## src/include/astrc_pkg.sv

```systemverilog
// ************************************************************
// Shared constants of the addressable serial port
// ************************************************************
package astrc_pkg;
	// Register offsets
	localparam logic [2:0] ADDR_TX_STATUS = 3'h0;
	localparam logic [2:0] ADDR_RX_STATUS = 3'h1;
	localparam logic [2:0] ADDR_TX_HOLD = 3'h2;
	localparam logic [2:0] ADDR_RX_DATA = 3'h3;
	localparam logic [2:0] ADDR_BAUD_DIV = 3'h4;
	localparam logic [2:0] ADDR_PERIPH_FLAG = 3'h5;
	localparam logic [2:0] ADDR_PERIPH_EN = 3'h6;
	localparam logic [2:0] ADDR_CORE_INT = 3'h7;
	// Transmit status and control fields
	localparam int TXS_NINE_BIT = 6;
	localparam int TXS_TX_EN = 5;
	localparam int TXS_CLOCKED = 4;
	localparam int TXS_HIGH_SPEED = 2;
	localparam int TXS_SHIFTER_EMPTY = 1;
	localparam int TXS_EXTRA_BIT = 0;
	// Receive status fields
	localparam int RXS_PORT_EN = 7;
	localparam int RXS_NINE_BIT = 6;
	localparam int RXS_CONT_RX = 4;
	localparam int RXS_ADDR_DET = 3;
	localparam int RXS_FRAME_ERR = 2;
	localparam int RXS_OVERRUN = 1;
	localparam int RXS_NINTH_BIT = 0;
	// Peripheral flag and enable fields
	localparam int PER_RX = 5;
	localparam int PER_TX = 4;
	// Core interrupt control fields
	localparam int CORE_GLOBAL = 7;
	localparam int CORE_PERIPH = 6;
	// Reset values
	localparam logic [7:0] RST_BAUD_DIV = 8'h00;
	localparam logic [7:0] RST_ZERO = 8'h00;
	// Oversampling ticks per bit for high and low speed
	localparam logic [6:0] OVS_HIGH = 7'h10;
	localparam logic [6:0] OVS_LOW = 7'h40;
	// Receive state machine
	typedef enum logic [3:0] {
		RX_IDLE = 4'b0001,
		RX_START = 4'b0010,
		RX_DATA = 4'b0100,
		RX_STOP = 4'b1000
	} astrc_rx_state_e;
endpackage : astrc_pkg

```

## src/hw/astrc_baud.sv

```systemverilog
`timescale 1ns/1ps
// ************************************************************
// Baud divider: oversample tick and bit tick
// ************************************************************
module astrc_baud
	import astrc_pkg::*;
(
	input wire logic mclk,
	input wire logic arst_n,
	input wire logic [7:0] divisor,
	input wire logic high_speed,
	output logic os_tick,
	output logic bit_tick
);
	logic [7:0] div_cnt_r;
	logic [6:0] os_cnt_r;
	logic [6:0] ovs;

	assign ovs = high_speed ? OVS_HIGH : OVS_LOW;

	// Oversample tick every divisor+1 clocks
	always_ff @(posedge mclk or negedge arst_n)
	begin
		if (!arst_n)
		begin
			div_cnt_r <= 8'h00;
			os_tick <= 1'b0;
		end
		else
		begin
			os_tick <= (div_cnt_r == divisor);
			div_cnt_r <= (div_cnt_r >= divisor) ? 8'h00 : div_cnt_r + 8'h01;
		end
	end

	// Bit tick every ovs oversample ticks
	always_ff @(posedge mclk or negedge arst_n)
	begin
		if (!arst_n)
		begin
			os_cnt_r <= 7'h00;
			bit_tick <= 1'b0;
		end
		else
		begin
			bit_tick <= 1'b0;
			if (os_tick)
			begin
				if (os_cnt_r >= ovs - 7'h01)
				begin
					os_cnt_r <= 7'h00;
					bit_tick <= 1'b1;
				end
				else
					os_cnt_r <= os_cnt_r + 7'h01;
			end
		end
	end
endmodule : astrc_baud

```

## src/hw/astrc_tx_shift.sv

```systemverilog
`timescale 1ns/1ps
// ************************************************************
// Transmit shift register with start and stop framing
// ************************************************************
module astrc_tx_shift
	import astrc_pkg::*;
(
	input wire logic mclk,
	input wire logic arst_n,
	input wire logic enable,
	input wire logic bit_tick,
	input wire logic load,
	input wire logic nine,
	input wire logic [8:0] data,
	output logic busy,
	output logic line
);
	logic [9:0] shift_r;
	logic [3:0] left_r;

	// Frame is start, data LSB first, stop; line idles high
	always_ff @(posedge mclk or negedge arst_n)
	begin
		if (!arst_n)
		begin
			shift_r <= 10'h3ff;
			left_r <= 4'h0;
			busy <= 1'b0;
			line <= 1'b1;
		end
		else if (!enable)
		begin
			left_r <= 4'h0;
			busy <= 1'b0;
			line <= 1'b1;
		end
		else if (load && !busy)
		begin
			shift_r <= nine ? {1'b1, data} : {2'b11, data[7:0]};
			left_r <= nine ? 4'hb : 4'ha;
			busy <= 1'b1;
		end
		else if (busy && bit_tick)
		begin
			if (left_r == 4'h0)
				busy <= 1'b0;
			else
			begin
				left_r <= left_r - 4'h1;
				// First tick sends the start bit, later ticks shift data then stop
				if (left_r != (nine ? 4'hb : 4'ha))
				begin
					line <= shift_r[0];
					shift_r <= {1'b1, shift_r[9:1]};
				end
				else
					line <= 1'b0;
			end
		end
	end
endmodule : astrc_tx_shift

```

## src/hw/astrc_top.sv

```systemverilog
`timescale 1ns/1ps
// What this block does
// - Shifter-empty flag is 1 when transmit shifter idle, 0 once a character loads.
// - Shifter-empty stays 0 until every bit is out or transmit is disabled; software cannot write it.
// - Shifter-empty feeds no interrupt; software polls it.
// - Neither shift register is reachable from the register port.
// - Nine-bit transmit select sends nine data bits, extra bit as MSB.
// - Holding register and extra bit move together into a free shifter.
// - In address-detect mode a ninth bit of 1 marks an address.
// - Setting transmit enable raises the transmit-buffer-ready flag at once.
// - Transmit interrupt when flag, its enable, peripheral and global enables are 1.
// - Writing the holding register starts transmission of that character once the port and async transmit are enabled; clocked mode never sends it.
// - Reception runs only with continuous receive on; nine-bit select takes nine bits.
// - Receive-data flag sets when a character enters the buffer; interrupt if enabled.
// - Receive status shows head character framing error and its ninth bit.
// - Overrun clears only by clearing continuous receive, never by a write.
// - Address detect with nine bits admits only ninth-bit-1 characters.
// - Characters admitted in nine-bit address-detect mode report ninth bit 1.
// - Clearing address detect admits every later character as normal.
module astrc_top
	import astrc_pkg::*;
#(
	parameter int RXBUF_DEPTH = 2
)
(
	input wire logic mclk,
	input wire logic arst_n,
	input wire logic [2:0] reg_addr,
	input wire logic [7:0] reg_wdata,
	input wire logic reg_wr,
	input wire logic reg_rd,
	output logic [7:0] reg_rdata,
	input wire logic rx_pin,
	output logic tx_pin,
	output logic tx_irq,
	output logic rx_irq
);
	localparam int PW = $clog2(RXBUF_DEPTH);

	// ************************************************************
	// Elaboration check
	// ************************************************************
	if (RXBUF_DEPTH < 2 || (1 << PW) != RXBUF_DEPTH)
	begin : g_depth_check
		$error("RXBUF_DEPTH must be a power of two of at least 2");
	end

	// ************************************************************
	// Declarations
	// ************************************************************
	logic nine_tx_r, tx_en_r, clocked_r, high_speed_r, extra_tx_r;
	logic port_en_r, nine_rx_r, cont_rx_r, addr_det_r;
	logic [7:0] baud_div_r;
	logic tx_ie_r, rx_ie_r, global_ie_r, periph_ie_r;
	logic [7:0] hold_r;
	logic hold9_r, hold_full_r;
	logic tx_load, tx_busy, tx_ready;
	logic os_tick, bit_tick;
	logic rx_s1_r, rx_s2_r;
	astrc_rx_state_e rx_state_r;
	logic [6:0] rx_cnt_r;
	logic [3:0] rx_bits_r;
	logic [8:0] rx_sh_r;
	logic rx_done_r, rx_ferr_r;
	logic [8:0] rx_word_r;
	logic [9:0] rxbuf_mem [RXBUF_DEPTH];
	logic [PW:0] wr_ptr_r, rd_ptr_r;
	logic buf_empty, buf_full, rx_accept, push, pop;
	logic overrun_r;
	logic rx_run;
	logic [6:0] ovs;
	logic [7:0] rd_val;
	logic [9:0] head;

	// ************************************************************
	// Helpers
	// ************************************************************
	// Detects a register access of one kind at one offset
	function automatic logic hit(input logic strobe, input logic [2:0] a, input logic [2:0] off);
		hit = strobe && (a == off);
	endfunction : hit

	assign ovs = high_speed_r ? OVS_HIGH : OVS_LOW;
	assign rx_run = port_en_r && cont_rx_r && !overrun_r;
	assign buf_empty = (wr_ptr_r == rd_ptr_r);
	assign buf_full = (wr_ptr_r[PW-1:0] == rd_ptr_r[PW-1:0]) && (wr_ptr_r[PW] != rd_ptr_r[PW]);
	assign head = rxbuf_mem[rd_ptr_r[PW-1:0]];

	// ************************************************************
	// Control registers written by software
	// ************************************************************
	// Transmit control; shifter-empty bit is not writable
	always_ff @(posedge mclk or negedge arst_n)
	begin
		if (!arst_n)
		begin
			nine_tx_r <= 1'b0;
			tx_en_r <= 1'b0;
			clocked_r <= 1'b0;
			high_speed_r <= 1'b0;
			extra_tx_r <= 1'b0;
		end
		else if (hit(reg_wr, reg_addr, ADDR_TX_STATUS))
		begin
			nine_tx_r <= reg_wdata[TXS_NINE_BIT];
			tx_en_r <= reg_wdata[TXS_TX_EN];
			clocked_r <= reg_wdata[TXS_CLOCKED];
			high_speed_r <= reg_wdata[TXS_HIGH_SPEED];
			extra_tx_r <= reg_wdata[TXS_EXTRA_BIT];
		end
	end

	// Receive control; error and ninth bits are not writable
	always_ff @(posedge mclk or negedge arst_n)
	begin
		if (!arst_n)
		begin
			port_en_r <= 1'b0;
			nine_rx_r <= 1'b0;
			cont_rx_r <= 1'b0;
			addr_det_r <= 1'b0;
		end
		else if (hit(reg_wr, reg_addr, ADDR_RX_STATUS))
		begin
			port_en_r <= reg_wdata[RXS_PORT_EN];
			nine_rx_r <= reg_wdata[RXS_NINE_BIT];
			cont_rx_r <= reg_wdata[RXS_CONT_RX];
			addr_det_r <= reg_wdata[RXS_ADDR_DET];
		end
	end

	// Baud divisor and interrupt enables
	always_ff @(posedge mclk or negedge arst_n)
	begin
		if (!arst_n)
		begin
			baud_div_r <= RST_BAUD_DIV;
			tx_ie_r <= 1'b0;
			rx_ie_r <= 1'b0;
			global_ie_r <= 1'b0;
			periph_ie_r <= 1'b0;
		end
		else
		begin
			if (hit(reg_wr, reg_addr, ADDR_BAUD_DIV))
				baud_div_r <= reg_wdata;
			if (hit(reg_wr, reg_addr, ADDR_PERIPH_EN))
			begin
				tx_ie_r <= reg_wdata[PER_TX];
				rx_ie_r <= reg_wdata[PER_RX];
			end
			if (hit(reg_wr, reg_addr, ADDR_CORE_INT))
			begin
				global_ie_r <= reg_wdata[CORE_GLOBAL];
				periph_ie_r <= reg_wdata[CORE_PERIPH];
			end
		end
	end

	// ************************************************************
	// Baud divider
	// ************************************************************
	astrc_baud u_baud (
		.mclk(mclk),
		.arst_n(arst_n),
		.divisor(baud_div_r),
		.high_speed(high_speed_r),
		.os_tick(os_tick),
		.bit_tick(bit_tick)
	);

	// ************************************************************
	// Transmit holding register
	// ************************************************************
	// Loads go only into an idle shifter of an enabled async port
	assign tx_load = hold_full_r && !tx_busy && tx_en_r && port_en_r && !clocked_r;
	// Buffer-ready follows enable with no delay beyond the flop
	assign tx_ready = tx_en_r && !hold_full_r;

	// Holding register captures data and the extra bit together
	always_ff @(posedge mclk or negedge arst_n)
	begin
		if (!arst_n)
		begin
			hold_r <= RST_ZERO;
			hold9_r <= 1'b0;
			hold_full_r <= 1'b0;
		end
		else if (hit(reg_wr, reg_addr, ADDR_TX_HOLD))
		begin
			hold_r <= reg_wdata;
			hold9_r <= extra_tx_r;
			hold_full_r <= 1'b1;
		end
		else if (tx_load)
			hold_full_r <= 1'b0;
	end

	astrc_tx_shift u_tx (
		.mclk(mclk),
		.arst_n(arst_n),
		.enable(port_en_r && tx_en_r),
		.bit_tick(bit_tick),
		.load(tx_load),
		.nine(nine_tx_r),
		.data({hold9_r, hold_r}),
		.busy(tx_busy),
		.line(tx_pin)
	);

	// ************************************************************
	// Receive line synchroniser
	// ************************************************************
	always_ff @(posedge mclk or negedge arst_n)
	begin
		if (!arst_n)
		begin
			rx_s1_r <= 1'b1;
			rx_s2_r <= 1'b1;
		end
		else
		begin
			rx_s1_r <= rx_pin;
			rx_s2_r <= rx_s1_r;
		end
	end

	// ************************************************************
	// Receive shift register and framing
	// ************************************************************
	// Start checked mid-bit, then one sample per bit
	always_ff @(posedge mclk or negedge arst_n)
	begin
		if (!arst_n)
		begin
			rx_state_r <= RX_IDLE;
			rx_cnt_r <= 7'h00;
			rx_bits_r <= 4'h0;
			rx_sh_r <= 9'h000;
			rx_done_r <= 1'b0;
			rx_ferr_r <= 1'b0;
			rx_word_r <= 9'h000;
		end
		else
		begin
			rx_done_r <= 1'b0;
			if (!rx_run)
				rx_state_r <= RX_IDLE;
			else
			begin
				case (rx_state_r)
					RX_IDLE:
					begin
						rx_cnt_r <= 7'h00;
						if (!rx_s2_r)
							rx_state_r <= RX_START;
					end
					RX_START:
					begin
						if (os_tick)
						begin
							rx_cnt_r <= rx_cnt_r + 7'h01;
							if (rx_cnt_r == (ovs >> 1) - 7'h01)
							begin
								rx_cnt_r <= 7'h00;
								rx_bits_r <= 4'h0;
								rx_state_r <= rx_s2_r ? RX_IDLE : RX_DATA;
							end
						end
					end
					RX_DATA:
					begin
						if (os_tick)
						begin
							rx_cnt_r <= rx_cnt_r + 7'h01;
							if (rx_cnt_r == ovs - 7'h01)
							begin
								rx_cnt_r <= 7'h00;
								rx_sh_r <= {rx_s2_r, rx_sh_r[8:1]};
								rx_bits_r <= rx_bits_r + 4'h1;
								if (rx_bits_r == (nine_rx_r ? 4'h8 : 4'h7))
									rx_state_r <= RX_STOP;
							end
						end
					end
					RX_STOP:
					begin
						if (os_tick)
						begin
							rx_cnt_r <= rx_cnt_r + 7'h01;
							if (rx_cnt_r == ovs - 7'h01)
							begin
								rx_ferr_r <= !rx_s2_r;
								rx_word_r <= nine_rx_r ? rx_sh_r : {1'b0, rx_sh_r[8:1]};
								rx_done_r <= 1'b1;
								rx_state_r <= RX_IDLE;
							end
						end
					end
					default:
						rx_state_r <= RX_IDLE;
				endcase
			end
		end
	end

	// ************************************************************
	// Receive buffer and overrun
	// ************************************************************
	// Address filter drops characters whose ninth bit is 0
	assign rx_accept = !(nine_rx_r && addr_det_r && !rx_word_r[8]);
	assign push = rx_done_r && rx_accept && !buf_full;
	assign pop = hit(reg_rd, reg_addr, ADDR_RX_DATA) && !buf_empty;

	// Buffer storage; shift registers stay off the register map
	always_ff @(posedge mclk)
	begin
		if (push)
			rxbuf_mem[wr_ptr_r[PW-1:0]] <= {rx_ferr_r, rx_word_r};
	end

	// Buffer pointers
	always_ff @(posedge mclk or negedge arst_n)
	begin
		if (!arst_n)
		begin
			wr_ptr_r <= '0;
			rd_ptr_r <= '0;
		end
		else
		begin
			if (push)
				wr_ptr_r <= wr_ptr_r + 1'b1;
			if (pop)
				rd_ptr_r <= rd_ptr_r + 1'b1;
		end
	end

	// Overrun sets on a full buffer; only clearing receive enable clears it
	always_ff @(posedge mclk or negedge arst_n)
	begin
		if (!arst_n)
			overrun_r <= 1'b0;
		else if (rx_done_r && rx_accept && buf_full)
			overrun_r <= 1'b1;
		else if (!cont_rx_r)
			overrun_r <= 1'b0;
	end

	// ************************************************************
	// Interrupt requests
	// ************************************************************
	always_ff @(posedge mclk or negedge arst_n)
	begin
		if (!arst_n)
		begin
			tx_irq <= 1'b0;
			rx_irq <= 1'b0;
		end
		else
		begin
			tx_irq <= tx_ready && tx_ie_r && periph_ie_r && global_ie_r;
			rx_irq <= !buf_empty && rx_ie_r && periph_ie_r && global_ie_r;
		end
	end

	// ************************************************************
	// Register read port
	// ************************************************************
	// Read mux; unmapped bits and offsets read zero
	always_comb
	begin
		rd_val = 8'h00;
		case (reg_addr)
			ADDR_TX_STATUS:
			begin
				rd_val[TXS_NINE_BIT] = nine_tx_r;
				rd_val[TXS_TX_EN] = tx_en_r;
				rd_val[TXS_CLOCKED] = clocked_r;
				rd_val[TXS_HIGH_SPEED] = high_speed_r;
				rd_val[TXS_SHIFTER_EMPTY] = !tx_busy;
				rd_val[TXS_EXTRA_BIT] = extra_tx_r;
			end
			ADDR_RX_STATUS:
			begin
				rd_val[RXS_PORT_EN] = port_en_r;
				rd_val[RXS_NINE_BIT] = nine_rx_r;
				rd_val[RXS_CONT_RX] = cont_rx_r;
				rd_val[RXS_ADDR_DET] = addr_det_r;
				rd_val[RXS_FRAME_ERR] = !buf_empty && head[9];
				rd_val[RXS_OVERRUN] = overrun_r;
				rd_val[RXS_NINTH_BIT] = !buf_empty && nine_rx_r && head[8];
			end
			ADDR_RX_DATA:
				rd_val = buf_empty ? 8'h00 : head[7:0];
			ADDR_BAUD_DIV:
				rd_val = baud_div_r;
			ADDR_PERIPH_FLAG:
			begin
				rd_val[PER_RX] = !buf_empty;
				rd_val[PER_TX] = tx_ready;
			end
			ADDR_PERIPH_EN:
			begin
				rd_val[PER_RX] = rx_ie_r;
				rd_val[PER_TX] = tx_ie_r;
			end
			ADDR_CORE_INT:
			begin
				rd_val[CORE_GLOBAL] = global_ie_r;
				rd_val[CORE_PERIPH] = periph_ie_r;
			end
			default:
				rd_val = 8'h00;
		endcase
	end

	// Read data stand one cycle after the strobe, zero otherwise
	always_ff @(posedge mclk or negedge arst_n)
	begin
		if (!arst_n)
			reg_rdata <= 8'h00;
		else
			reg_rdata <= reg_rd ? rd_val : 8'h00;
	end
endmodule : astrc_top

```

## config.mk

```make
export PLATFORM = sky130hd
export DESIGN_NAME = astrc_top
export DESIGN_NICKNAME = d
export VERILOG_FILES = /design/src/include/astrc_pkg.sv /design/src/hw/astrc_baud.sv /design/src/hw/astrc_tx_shift.sv /design/src/hw/astrc_top.sv
export SDC_FILE = /design/constraint.sdc
export NUM_CORES = 1
export LEC_CHECK = 0
export ABC_AREA = 1
export ABC_CLOCK_PERIOD_IN_PS = 5400
export BUFFER_PORTS_ARGS = -buffer_cell sky130_fd_sc_hd__buf_2
export CAP_MARGIN = 20
export CORE_MARGIN = 8
export CORE_UTILIZATION = 56
export CTS_CLUSTER_DIAMETER = 120
export DETAILED_ROUTE_END_ITERATION = 7
export PLACE_DENSITY = 0.76
export SLEW_MARGIN = 5
export SYNTH_ARGS = -nofsm -noshare
export SYNTH_HDL_FRONTEND = slang
export SYNTH_SLANG_ARGS = --single-unit
```

## constraint.sdc

```tcl
create_clock -name mclk -period 5.4 [get_ports mclk]
set_clock_uncertainty 0.2 [all_clocks]
set_input_delay 1.08 -clock mclk [delete_from_list [all_inputs] [get_ports mclk]]
set_output_delay 1.08 -clock mclk [all_outputs]
set_load 0.02 [all_outputs]
```

==> results.json <==
{
  "outcome": "complete, no violations",
  "clock_sinks": 135,
  "least_margin_pin_slew_ps": 783,
  "finish.net_count": 803,
  "drv.max_cap_violation_count": 0,
  "slew_violations": 0,
  "area_growth_pct": 12.9,
  "grt.overflow.total": 0,
  "hold_fails_final_rpt": 0,
  "most_frequent_cells_in_the_layout": "229 x sky130_fd_sc_hd__nand2_1, 102 x sky130_fd_sc_hd__dfrtp_1, 69 x sky130_fd_sc_hd__inv_1",
  "cts_max_path_buffers": 2,
  "placement.setup.worst_slack_ps": 2810,
  "mostFrequentLayoutCell": "sky130_fd_sc_hd__nand2_1",
  "holdCritStartpoint": "rx_s1_r",
  "synth_seq_cells": 135,
  "hold_buffers": 0,
  "drc": 0,
  "r2r_end": "rxbuf_mem[0][5]",
  "timing.final.crit_share_pct": 43.9,
  "post_synth_and_or_nand_nor_area_fraction_pct": 23.5,
  "reg2reg_slack_ps": 3110,
  "tritoncts_clock_tree": "built",
  "asyncSetResetFlopFracSynth_pct": 85.2,
  "cts_post_setup_buffers_inserted": 0,
  "initial_utilization_pct": 57.2,
  "required_ps": 4120,
  "fmaxAchievable_ghz": 0.422,
  "antenna_diode_count": 0,
  "kind_of_cell_adding_the_most_delay_to_the_critical_path": "flip-flops",
  "post_drt_via_cell_ratio": 5.44,
  "min_delay_path_depth": 0,
  "edff_count_synth": 20,
  "dp.cells": 895,
  "cellPowerDensity_nw_per_um2": 375,
  "share_of_synthesized_cell_area_in_full_adder_half_adder_and_majority_cells_pct": 2.89,
  "ys_dominant_reg_cell": "sky130_fd_sc_hd__dfrtp_1",
  "place.detailed.hpwl_mm": 9.43,
  "hold_slack_ps": 157,
  "io_buffer_count": 26,
  "critPathBufInv": 1,
  "critical_path_peak_fanout": 2,
  "n_fill_cell": 877,
  "dr_total_vias": 5052,
  "design.portCount": 27,
  "worstPathCellList": "buf_2",
  "max_stage_delay_ps": 520,
  "clk_latency_ps": 410,
  "route.antenna.remaining_nets": 0,
  "critical_path_data_arrival_time_ps": 1090,
  "critical-path-slowest-cell": "sky130_fd_sc_hd__dfstp_2",
  "final_cell_count_no_fill": 928,
  "rows": 39,
  "worstHoldEndpoint": "rx_s2_r",
  "design.core.area_um2": 11400,
  "globalplace.congestion": 0.874,
  "setup_repair_after_global_routing_missed_its_margin": "false",
  "yosysWarningCount": 0,
  "grt_pass1_vias": 4868,
  "layout-drive-gt1-share_pct": 15.3,
  "timing.hold.worst.class": "flop to flop",
  "cts_htree_levels": 4,
  "total_power_w": 0.00275,
  "ctsResizeCount": 0,
  "power_leakage_nw": 3.60,
  "largest_family_of_logic_cells_by_synthesized_area": "simple AND/OR/NAND/NOR gates",
  "worst-setup-path-type": "flop to output pin",
  "yosys.cell_types.count": 52,
  "grt_first_pass_wirelength_mm": 22.3,
  "detailedRoute.firstPassIterationCount": 5,
  "drt-total-wl_mm": 13.2,
  "cts_root_buf": "sky130_fd_sc_hd__clkbuf_16",
  "largest_net_degree_at_the_start_of_global_routing": 85,
  "route.detailed.wl_per_inst_um": 14.2,
  "number_of_antenna_violations_at_the_first_check_in_global_routing": 0,
  "irDropWorstVdd_uv": 265,
  "synth.cell_area_um2": 6500,
  "ys_seq_area_share_pct": 53.7,
  "startpoint_type": "flop",
  "drt_first_iter_violations": 419,
  "floorplan.die.width_um": 124,
  "timing.max_slew.rel_slack_pct": 47.6,
  "finalSetupTns_ps": 0,
  "endpoint_kind": "output pin",
  "clk_pin_slew_ps": 60,
  "synth_xor_area_share_pct": 2.56,
  "synth_cells": 737,
  "synth_fp_nets": 768,
  "postLayoutSetupSlackWorst_ps": 3030,
  "post-route-min-period_ps": 2370,
  "worst_r2r_path_depth": 3,
  "synth.area.mux_share_pct": 0.327,
  "finalSetupViolCount": 0,
  "numCtsBuffers": 17,
  "grt_util_all_layers_pct": 18.6,
  "die_y_um": 124,
  "synth_compound_area_share_pct": 10.9,
  "synth_area_per_cell_um2": 8.82,
  "worstReg2RegStart": "nine_rx_r",
  "fp.dieArea_um2": 15300
}
cells by family (layout without fill, tap and decap cells):
group	after synthesis	in the layout
buffers and inverters	96	144
DFF	135	135
AOI/OAI and AO/OA	117	117
and+or+nand+nor	353	353
xor gates and xnor gates	19	19
muxes	2	2
adders and majority gates	15	15
per-stage QoR:
step | utilization, % | area [um^2]
after floorplan | - | 6500
after global placement | 59.3 | 6740
after detailed placement | 59.3 | 6740
after CTS | 64.4 | 7320
after global routing | 64.6 | 7340
final | 64.6 | 7340
report_power, final:
part / switching, W / internal, W / total [W]
Clock: 0.000404 / 0.000716 / 0.00112
Combinational: 0.000232 / 0.000143 / 0.000374
Sequential: 0.000102 / 0.00116 / 0.00126
routing by layer:
layer / track usage [%] / part of all wire (%) / up-vias
li1: - / - / 2470
met1: 22.7 / 44 / 2430
met2: 30.0 / 49 / 126
met3: 5.39 / 5.4 / 26
met4: 8.13 / 2.3 / 0
met5: 0 / 0 / -
state kept, by name, summed over array words and instances (netlist names), 4 cells and up:
| register | cells |
|---|---|
| rx_cnt_r | 7 |
| rxbuf_mem | 20 |
| u_baud.div_cnt_r | 8 |
| u_tx.left_r | 4 |
| baud_div_r | 8 |
| rx_bits_r | 4 |
| u_tx.shift_r | 9 |
| rx_sh_r | 9 |
| reg_rdata | 8 |
| rx_word_r | 9 |
| rx_state_r | 4 |
| u_baud.os_cnt_r | 7 |
| hold_r | 8 |
worst max-delay path by stage:
| stage | startpoint | endpoint | slack [ps] | cells after the start |
|---|---|---|---|---|
| after global placement | arst_n | rx_state_r[0] | 2840 | 2 |
| after detailed placement | arst_n | rx_state_r[0] | 2810 | 2 |
| after global routing | u_tx.line | tx_pin | 2980 | 1 |
| after CTS | u_tx.line | tx_pin | 3010 | 1 |
| after floorplan | reg_wr | hold9_r | 3290 | 3 |
| final | u_tx.line | tx_pin | 3030 | 1 |
Yosys cell counts (14+ instances only):
library cell	number	share of area [%]
sky130_fd_sc_hd__o21ai_1	16	1.2
sky130_fd_sc_hd__nand2_1	229	13
sky130_fd_sc_hd__nor2_1	55	3.2
sky130_fd_sc_hd__inv_1	69	4.0
sky130_fd_sc_hd__o21ai_2	14	1.9
sky130_fd_sc_hd__a21oi_1	21	1.6
sky130_fd_sc_hd__ha_1	15	2.9
sky130_fd_sc_hd__edfxtp_1	20	9.2
sky130_fd_sc_hd__dfrtp_1	102	39
sky130_fd_sc_hd__o21ai_0	42	3.2
sky130_fd_sc_hd__nand3_1	27	2.1
final cells by class:
cell class / count / area [um^2] / area share [%]
clock buffers: 25 / 485 / 6.61
clock inverters: 7 / 93.8 / 1.28
inverters: 84 / 318 / 4.33
multi-input cells: 506 / 2610 / 35.6
flip-flops and latches: 135 / 3490 / 47.6
well taps: 143 / 179 / 2.44
repair buffers: 28 / 160 / 2.18
Note: power is estimated with default switching activity, not from simulation.
